[src/verilog/dds_port_pkg.sv]
// Purpose: shared constants and carriers for the programming port
// Assumes: 8-bit registers, 6-bit register address
// Notes:   control byte lives in the buffer bank at CTRL_ADDR
package dds_port_pkg;
  // ----------------------------------------------------------------
  // sizes and map
  // ----------------------------------------------------------------
  localparam int          DATA_W        = 8;
  localparam int          ADDR_W        = 6;
  localparam int          REG_NUM       = 64;
  localparam logic [5:0]  CTRL_ADDR     = 6'h1f;
  localparam int          CTRL_DIR_BIT  = 0;
  localparam int          CTRL_3W_BIT   = 1;
  localparam logic [7:0]  REG_RESET     = 8'h00;
  localparam int          INSTR_RD_BIT  = 7;
  localparam int          IO_RST_BIT    = 2;
  // ----------------------------------------------------------------
  // timing
  // ----------------------------------------------------------------
  localparam logic [3:0]  UPD_PULSE_CYC = 4'h8;
  localparam logic [2:0]  LAST_BIT      = 3'h7;

  typedef enum logic [1:0] {
    S_INSTR = 2'b00,
    S_WDATA = 2'b01,
    S_RDATA = 2'b11
  } ser_state_t;

  // one sample of every pin that arrives from the host
  typedef struct packed {
    logic       par_sel;
    logic       wr_sclk;
    logic       rd_cs_n;
    logic [5:0] addr;
    logic [7:0] data;
    logic       upd;
  } pin_in_t;
endpackage

[src/verilog/dds_programming_port.sv]
// Purpose: pin-level programming port, parallel and serial
// Assumes: host pins are asynchronous to mclk and held long enough
//          to be seen through a two-stage synchroniser
// Notes:   buffers move to active registers on an update
// How it works
// - the 8-bit data bus is driven only in parallel mode.
// - address bit two high in serial mode resets the serial engine.
// - that serial reset leaves every register value untouched.
// - in 3-wire serial mode address bit one drives read data out.
// - in 2-wire serial mode address bit zero carries data both ways.
// - a control bit picks the update pin direction, output by default.
// - as input, a rising update edge copies buffers to active registers.
// - as output, each internal update gives an 8-cycle high pulse.
// - serial data is taken on the rising serial clock edge.
// - a parallel write strobe stores the bus byte in the buffer.
// - a parallel read strobe drives the active register on the bus.
// - the select input decides strobe or serial roles of shared pins.
`timescale 1ns/1ps
module dds_programming_port
  import dds_port_pkg::*;
(
  input  wire logic                      mclk,
  input  wire logic                      arst_n,
  input  wire logic                      ser_par_select,
  input  wire logic                      wr_sclk,
  input  wire logic                      rd_cs_n,
  input  wire logic [ADDR_W-1:0]         parallel_register_address,
  output logic                           sdo_out,
  output logic                           sdo_oe,
  output logic                           sdio_out,
  output logic                           sdio_oe,
  input  wire logic [DATA_W-1:0]         parallel_data_bus_in,
  output logic      [DATA_W-1:0]         parallel_data_bus_out,
  output logic                           parallel_data_bus_oe,
  input  wire logic                      buffer_transfer_strobe_in,
  output logic                           buffer_transfer_strobe_out,
  output logic                           buffer_transfer_strobe_oe,
  input  wire logic                      freq_update,
  output logic [REG_NUM*DATA_W-1:0]      active_regs
);
  // ----------------------------------------------------------------
  // synchronisers
  // ----------------------------------------------------------------
  pin_in_t s1_q, s2_q, s3_q;
  pin_in_t raw;

  assign raw = '{par_sel: ser_par_select, wr_sclk: wr_sclk,
                 rd_cs_n: rd_cs_n, addr: parallel_register_address,
                 data: parallel_data_bus_in,
                 upd: buffer_transfer_strobe_in};

  always_ff @(posedge mclk or negedge arst_n) begin
    if (!arst_n) begin
      // idle levels, so no read or frame is seen straight after reset
      s1_q <= '{rd_cs_n: 1'b1, default: '0};
      s2_q <= '{rd_cs_n: 1'b1, default: '0};
      s3_q <= '{rd_cs_n: 1'b1, default: '0};
    end else begin
      s1_q <= raw;
      s2_q <= s1_q;
      s3_q <= s2_q;
    end
  end

  // edge of a synchronised pin, one stage behind the second flop
  function automatic logic rising(input logic now_v, input logic was_v);
    return now_v && !was_v;
  endfunction

  logic par_mode, ser_mode, sclk_rise, wr_rise, upd_rise;
  logic cs_act, io_rst, sdi;
  assign par_mode  = s2_q.par_sel;
  assign ser_mode  = !s2_q.par_sel;
  assign wr_rise   = par_mode && rising(s2_q.wr_sclk, s3_q.wr_sclk);
  assign sclk_rise = ser_mode && rising(s2_q.wr_sclk, s3_q.wr_sclk);
  assign cs_act    = ser_mode && !s2_q.rd_cs_n;
  assign io_rst    = ser_mode && s2_q.addr[IO_RST_BIT];
  assign upd_rise  = rising(s2_q.upd, s3_q.upd);
  assign sdi       = s2_q.addr[0];

  // ----------------------------------------------------------------
  // register banks
  // ----------------------------------------------------------------
  logic [DATA_W-1:0] buf_q [REG_NUM];
  logic [DATA_W-1:0] act_q [REG_NUM];
  logic              dir_in, three_wire, xfer;
  logic              ser_wr;
  logic [ADDR_W-1:0] ser_addr_q;
  logic [DATA_W-1:0] ser_byte;

  assign dir_in     = buf_q[CTRL_ADDR][CTRL_DIR_BIT];
  assign three_wire = buf_q[CTRL_ADDR][CTRL_3W_BIT];
  assign xfer       = dir_in ? upd_rise : freq_update;

  // a write and a transfer in one cycle copy the older buffer value
  always_ff @(posedge mclk or negedge arst_n) begin
    if (!arst_n) begin
      for (int i = 0; i < REG_NUM; i++) begin
        buf_q[i] <= REG_RESET;
      end
    end else if (wr_rise) begin
      buf_q[s2_q.addr] <= s2_q.data;
    end else if (ser_wr) begin
      buf_q[ser_addr_q] <= ser_byte;
    end
  end

  // no serial reset term here: only power-on reset restores defaults
  always_ff @(posedge mclk or negedge arst_n) begin
    if (!arst_n) begin
      for (int i = 0; i < REG_NUM; i++) begin
        act_q[i] <= REG_RESET;
      end
    end else if (xfer) begin
      for (int i = 0; i < REG_NUM; i++) begin
        act_q[i] <= buf_q[i];
      end
    end
  end

  for (genvar g = 0; g < REG_NUM; g++) begin : g_act
    assign active_regs[g*DATA_W +: DATA_W] = act_q[g];
  end

  // ----------------------------------------------------------------
  // parallel read
  // ----------------------------------------------------------------
  always_ff @(posedge mclk or negedge arst_n) begin
    if (!arst_n) begin
      parallel_data_bus_oe  <= 1'b0;
      parallel_data_bus_out <= '0;
    end else begin
      parallel_data_bus_oe  <= par_mode && !s2_q.rd_cs_n;
      parallel_data_bus_out <= act_q[s2_q.addr];
    end
  end

  // ----------------------------------------------------------------
  // serial engine
  // ----------------------------------------------------------------
  // a partial byte is dropped when the frame closes
  ser_state_t        st_q;
  logic [2:0]        bit_q;
  logic [DATA_W-1:0] sh_q, tx_q;
  logic              byte_done;

  assign ser_byte  = {sh_q[DATA_W-2:0], sdi};
  assign byte_done = sclk_rise && cs_act && bit_q == LAST_BIT;
  assign ser_wr    = byte_done && st_q == S_WDATA && !io_rst;

  always_ff @(posedge mclk or negedge arst_n) begin
    if (!arst_n) begin
      st_q       <= S_INSTR;
      bit_q      <= '0;
      sh_q       <= '0;
      ser_addr_q <= '0;
    end else if (io_rst || !cs_act) begin
      st_q  <= S_INSTR;
      bit_q <= '0;
    end else if (sclk_rise) begin
      sh_q  <= ser_byte;
      bit_q <= bit_q + 3'h1;
      if (bit_q == LAST_BIT) begin
        case (st_q)
          S_INSTR: begin
            ser_addr_q <= ser_byte[ADDR_W-1:0];
            st_q <= ser_byte[INSTR_RD_BIT] ? S_RDATA : S_WDATA;
          end
          S_WDATA: st_q <= S_INSTR;
          S_RDATA: st_q <= S_INSTR;
          default: st_q <= S_INSTR;
        endcase
      end
    end
  end

  // read byte leaves msb first; each rising edge moves to the next bit
  always_ff @(posedge mclk or negedge arst_n) begin
    if (!arst_n) begin
      tx_q <= '0;
    end else if (byte_done && st_q == S_INSTR) begin
      tx_q <= act_q[ser_byte[ADDR_W-1:0]];
    end else if (sclk_rise && cs_act && st_q == S_RDATA) begin
      tx_q <= {tx_q[DATA_W-2:0], 1'b0};
    end
  end

  always_ff @(posedge mclk or negedge arst_n) begin
    if (!arst_n) begin
      sdo_out  <= 1'b0;
      sdo_oe   <= 1'b0;
      sdio_out <= 1'b0;
      sdio_oe  <= 1'b0;
    end else begin
      sdo_out  <= tx_q[DATA_W-1];
      sdo_oe   <= cs_act && three_wire;
      sdio_out <= tx_q[DATA_W-1];
      sdio_oe  <= cs_act && !three_wire && st_q == S_RDATA;
    end
  end

  // ----------------------------------------------------------------
  // update pin
  // ----------------------------------------------------------------
  // reload on every update, so a retrigger stretches the pulse
  logic [3:0] upd_cnt_q, upd_cnt_d;

  always_comb begin
    upd_cnt_d = upd_cnt_q;
    if (!dir_in && freq_update) begin
      upd_cnt_d = UPD_PULSE_CYC;
    end else if (upd_cnt_q != 4'h0) begin
      upd_cnt_d = upd_cnt_q - 4'h1;
    end
  end

  always_ff @(posedge mclk or negedge arst_n) begin
    if (!arst_n) begin
      upd_cnt_q                  <= '0;
      buffer_transfer_strobe_out <= 1'b0;
      buffer_transfer_strobe_oe  <= 1'b1;
    end else begin
      upd_cnt_q                  <= upd_cnt_d;
      buffer_transfer_strobe_out <= upd_cnt_d != 4'h0;
      buffer_transfer_strobe_oe  <= !dir_in;
    end
  end
endmodule // dds_programming_port
[config.mk]
export PLATFORM = sky130hd
export DESIGN_NAME = dds_programming_port
export DESIGN_NICKNAME = d
export VERILOG_FILES = /design/src/verilog/dds_port_pkg.sv /design/src/verilog/dds_programming_port.sv
export SDC_FILE = /design/constraint.sdc
export NUM_CORES = 2
export LEC_CHECK = 0
export BUFFER_PORTS_ARGS = -buffer_cell sky130_fd_sc_hd__buf_2
export CORE_MARGIN = 4
export CORE_UTILIZATION = 56
export CTS_CLUSTER_DIAMETER = 150
export DETAILED_ROUTE_END_ITERATION = 10
export GPL_TIMING_DRIVEN = 1
export PLACE_DENSITY = 0.8
export SYNTH_ARGS = -nofsm -noshare
export SYNTH_HDL_FRONTEND = slang
export SYNTH_SLANG_ARGS = --single-unit
[constraint.sdc]
create_clock -name mclk -period 6.6 [get_ports mclk]
set_input_delay 0.66 -clock mclk [delete_from_list [all_inputs] [get_ports mclk]]
set_output_delay 0.66 -clock mclk [all_outputs]
set_load 0.02 [all_outputs]
## Yosys cells after proc, flatten, opt, wreduce, memory -nomap -nowiden

Cells that the tools add are included.

| storage, ports and cells | value |
|---|---|
| register bits | 1106 |
| input port bits | 21 |
| output and inout port bits | 527 |
| word-level logic and storage cells | 233 |

| operators by class | value |
|---|---|
| add/subtract/negate cells | 2 |
| magnitude comparators | 5 |
| eq/ne operators | 3 |
| multiplexer cells | 26 |
| bitwise logic cells | 4 |
| reductions and logical operators | 38 |

Operators with widths:

| cell | count |
|---|---|
| $bwmux 512 | 2 |
| $mux 512 | 2 |
| $bmux 8 s6 | 2 |
| $demux 8 s6 | 2 |
| $mux 8 | 8 |
| $ge 7x7->1 const B | 3 |
| $not 6->7 | 3 |
| $logic_and 1x1->1 | 19 |
| $lt 7x1->1 const B | 2 |
| $mux 2 | 5 |
| $logic_not 1->1 | 8 |
| $mux 4 | 2 |
| $reduce_bool 2->1 | 4 |
| $reduce_bool 4->1 | 2 |
| $mux 3 | 2 |
| $reduce_and 2->1 | 2 |
| $reduce_and 4->1 | 1 |
| $sub 4x1->4 const B | 1 |
| $add 3x1->3 const B | 1 |
| $eq 3x3->1 const B | 1 |
| $eq 2x1->1 const B | 1 |
| $eq 2x2->1 const B | 1 |
| $logic_not 2->1 | 1 |
| $logic_or 1x1->1 | 1 |
| 2 further kinds | 2 |

## Depth between registers and ports, before layout

| logic depth | value |
|---|---|
| word-level depth | 9 |
| gate-level depth with buffers | 11 |
| gate-level depth less buffers | 7 |

## Worst setup path before layout

OpenSTA, ideal clock, no wires.

| path | value |
|---|---|
| path type | reg2reg |
| from | register bit_q[0] |
| to | register buf_q[103] (netlist bit) |
| library setup time | 126 ps |
| data arrival time | 2285 ps |
| required time | 6474 ps |
| setup slack | 4189 ps |
| stages on the path, launching flop included | 10 |
| period minus slack after synthesis | 2411 ps |
| path through | dfrtp_1 ha_1 ha_1 and4bb_2 and4b_1 buf_2 clkbuf_1 o211ai_1 nor2_1 a221o_1 |

| between the ends | value |
|---|---|
| word-level cells in the longest chain between the ends | 5 |

Ends and longest elaborated chain:

| element | RTL line | RTL |
|---|---|---|
| from (decl) | dds_programming_port.sv:143 | `logic [2:0] bit_q;` |
| from (signal assigned) | dds_programming_port.sv:162 | `bit_q <= bit_q + 3'h1;` |
| $eq 3x3->1 | dds_programming_port.sv:148 | `assign byte_done = sclk_rise && cs_act && bit_q == LAST_BIT;` |
| $logic_and 1x1->1 | dds_programming_port.sv:148 |  |
| $logic_and 1x1->1 (2 in series) | dds_programming_port.sv:149 | `assign ser_wr = byte_done && st_q == S_WDATA && !io_rst;` |
| $reduce_bool 2->1 (no line) | -- |  |
| to (signal, indexed assignment) | dds_programming_port.sv:102 | `buf_q[s2_q.addr] <= s2_q.data;` |
| to (signal, indexed assignment) | dds_programming_port.sv:104 | `buf_q[ser_addr_q] <= ser_byte;` |
| to (decl) | dds_programming_port.sv:84 | `logic [DATA_W-1:0] buf_q [REG_NUM];` |

No other way between the ends.
A chain may end at the register's enable or synchronous reset.

## Final worst setup path

| path | value |
|---|---|
| from | register s2_q[9] (netlist bit) |
| to | register buf_q[465] (netlist bit) |

| between the ends | value |
|---|---|
| word-level cells in the longest chain between the ends | 7 |

Ends and longest elaborated chain:

| element | RTL line | RTL |
|---|---|---|
| from (decl) | dds_programming_port.sv:44 | `pin_in_t s1_q, s2_q, s3_q;` |
| from (signal assigned) | dds_programming_port.sv:60 | `s2_q <= s1_q;` |
| $not 6->7 (not written as such) * | dds_programming_port.sv:102 |  |
| $ge 7x7->1 (not written as such) / $lt 7x1->1 (equally long branches) | dds_programming_port.sv:102 |  |
| $logic_and 1x1->1 (not written as such) | dds_programming_port.sv:102 |  |
| $mux 8 (not written as such) | dds_programming_port.sv:102 |  |
| $demux 8 s6 * | dds_programming_port.sv:102 |  |
| $bwmux 512 * | dds_programming_port.sv:102 |  |
| $mux 512 * | dds_programming_port.sv:101 | `end else if (wr_rise) begin` |

Every way passes the cells marked *; elsewhere a longest branch is shown, timed or not.

==> impl_metrics.env <==
export IMPL_status="completed"
export IMPL_power_mw=16.5
export IMPL_final_util_pct=65.0
export IMPL_multi_input_area_um2=23100
export IMPL_routabilityCongestion=1.05
export IMPL_place_inst=5391
export IMPL_start_util_pct=56.6
export IMPL_drv_cap=0
export IMPL_core_area_um2=91900
export IMPL_cts_tree="built"
export IMPL_drive_above_1_share_pct=39.5
export IMPL_setup_tns_ps=0
export IMPL_critPathLaunch="s2_q[9]"
export IMPL_crit_required_ps=7190
export IMPL_fin_crit_ps=3850
export IMPL_synth_warnings=0
export IMPL_slew_viol_final=0
export IMPL_max_vdd_ir_drop_mv=0.235
export IMPL_stdcell_count=5612
export IMPL_postCtsHoldBufs=0
export IMPL_path_delay_family="simple AND/OR/NAND/NOR gates"
export IMPL_path_cells="nand3b_1 -> buf_4 -> nor3_2 -> a21oi_1 -> a221o_1"
export IMPL_drt_wirelength_per_cell_um=38.6
export IMPL_antenna_found_initial=12
export IMPL_synth_edff_count=0
export IMPL_fp_dieArea_um2=97900
export IMPL_synthesis_nets=3868
export IMPL_cts_buffer_depth=3
export IMPL_ant_nets=0
export IMPL_worstSetupPathType="flop to flop"
export IMPL_finalSetupViolCount=0
export IMPL_grt_max_degree=186
export IMPL_fp_dieH_um=313
export IMPL_final_cell_mix="dfrtp_1 (1089), buf_2 (546), mux2_2 (532)"
export IMPL_critPathMaxFanout=56
export IMPL_finClkSkew_ps=26.4
export IMPL_power_density_nw_per_um2=277
export IMPL_synth_top_area_cell="dfrtp_1"
export IMPL_synth_cell_area_um2=52100
export IMPL_r2r_cells=5
export IMPL_grt_util_all_layers_pct=43.5
export IMPL_via_per_inst=7.56
export IMPL_rsz0062_at_grt="false"
export IMPL_synth_avg_cell_area_um2=13.5
export IMPL_cpMaxStageDelayCell="dfrtp_4"
export IMPL_first_global_vias=40800
export IMPL_slew_limit_headroom_pct=2.42
export IMPL_ys_async_sr_fraction_pct=100
export IMPL_r2r_start="s2_q[9]"
export IMPL_clkLatencyLatePin_ps=710
export IMPL_syn2layout_area_growth_pct=14.8
export IMPL_clkTransAtPathRegs_ps=70
export IMPL_rows=111
export IMPL_worst_setup_path_end_kind="flop"
export IMPL_cts_sinks=1106
export IMPL_p_leak_nw=28.1
export IMPL_synth_area_leaders="dfrtp_1 (53%), mux2_2 (12%), mux4_2 (11%), a221o_1 (5.4%), a22oi_1 (3.7%)"
export IMPL_dr_pass1_iters=9
export IMPL_place_hpwl_um=143000
export IMPL_io_pins=548
export IMPL_arrival_ps=4440
export IMPL_r2r_slack_ps=2750
export IMPL_overflow=0
export IMPL_h_tree_depth=3
export IMPL_slowest_delay_ps=1050
export IMPL_area_sequential_um2=27700
export IMPL_synth_top_area_share_pct=53.0
export IMPL_synth_seq_cells=1106
export IMPL_fmax_mhz=260
export IMPL_clockRootBuffer="clkbuf_16"
export IMPL_portBuffers=547
export IMPL_grt_pass1_wl_um=307000
export IMPL_post_cts_buffers=0
export IMPL_final_common_cell="dfrtp_1"
export IMPL_cts_made_buffers=113
export IMPL_fin_nets=4287
export IMPL_wl_um=216000
export IMPL_crit_buf_inv=1
export IMPL_fill_cells=6714
export IMPL_vias=42400
export IMPL_drtIter0Drc=7789
export IMPL_netlist_instances=3844
export IMPL_yosys_most_used_dff="dfrtp_1"
export IMPL_crit_path_start_kind="flop"
export IMPL_chipWidth_um=313
export IMPL_hold_viol=0
export IMPL_drc=0
export IMPL_period_share_pct=58.3
export IMPL_min_path_type="input pin to asynchronous set/reset pin"
export IMPL_reg2reg_to="buf_q[465]"
export IMPL_ys_seq_area_share_pct=53.2
export IMPL_yosysUniqueCellTypes=70
export IMPL_cts_resized=0
export IMPL_tightest_slew_ps=1460
cell families after synthesis:
| logic type | after synthesis | synth area share (%) |
|---|---|---|
| flip-flops | 1106 | 53.2 |
| AO/OA/AOI/OAI | 961 | 13.8 |
| multiplexers | 871 | 24.3 |
| AND/OR/NAND/NOR | 578 | 5.88 |
| buffers and inverters | 324 | 2.75 |
| adder cells (fa/ha/maj) | 3 | 0.0721 |
| XOR/XNOR | 1 | 0.0168 |
registers in the layout, indices dropped and copies added (netlist names):
name / count
parallel_data_bus_out: 8
tx_q: 8
buffer_transfer_strobe_oe: 1
s3_q: 2
s2_q: 17
sdio_out: 1
sdo_oe: 1
buffer_transfer_strobe_out: 1
sh_q: 7
bit_q: 3
s1_q: 18
par_mode: 1
ser_addr_q: 6
sdio_oe: 1
buf_q: 512
st_q: 2
active_regs: 512
parallel_data_bus_oe: 1
upd_cnt_q: 4
Yosys cell counts, types with 46 or more instances:
master / count
nor2_1: 312
nand2_1: 73
mux4_2: 262
mux2i_1: 77
dfrtp_1: 1103
o21ai_0: 227
a21oi_1: 49
buf_2: 46
mux2_2: 532
a221o_1: 281
o211ai_1: 67
clkbuf_1: 212
a22oi_1: 260
area by class of cell:
class	count	area share, %
Multi-Input combinational cell	2414	38.6
Clock buffer	149	5.49
Clock inverter	65	1.14
Tap cell	1243	2.60
Timing Repair Buffer	619	5.75
Inverter	9	0.0565
Sequential cell	1106	46.4
Antenna cell	7	0.0293
layer usage:
metal,wire (µm),global-route usage (%),part of all wire (%)
met1,70200,54.2,32
met2,87700,59.5,41
met3,38400,22.0,18
met4,19800,28.6,9.2
met5,237,1.43,0.11
stage by stage:
step / hold slack, ps / area (µm²) / setup slack [ps]
final: 13.4 / 59800 / 2750
after global routing: 53.2 / 59800 / 2710
after CTS: 43.5 / 59800 / 2930
after detailed placement: 335 / 55800 / 2950
after global placement: 333 / 55800 / 2960
after floorplan: 331 / 52100 / 4190
how the worst max path moves through the flow:
stage,to,slack (ps),depth (start not counted)
after global placement,tx_q[4],2960,6
after floorplan,buf_q[103],4190,9
final,buf_q[465],2750,5
after detailed placement,tx_q[4],2950,6
after global routing,buf_q[19],2710,6
after CTS,tx_q[4],2930,6
power breakdown:
group	total (mW)	switching (mW)	internal, mW
clock network	6.87	2.90	3.97
logic	2.08	1.33	0.753
registers	7.58	0.456	7.12
Power figures use the tool's default switching activity.
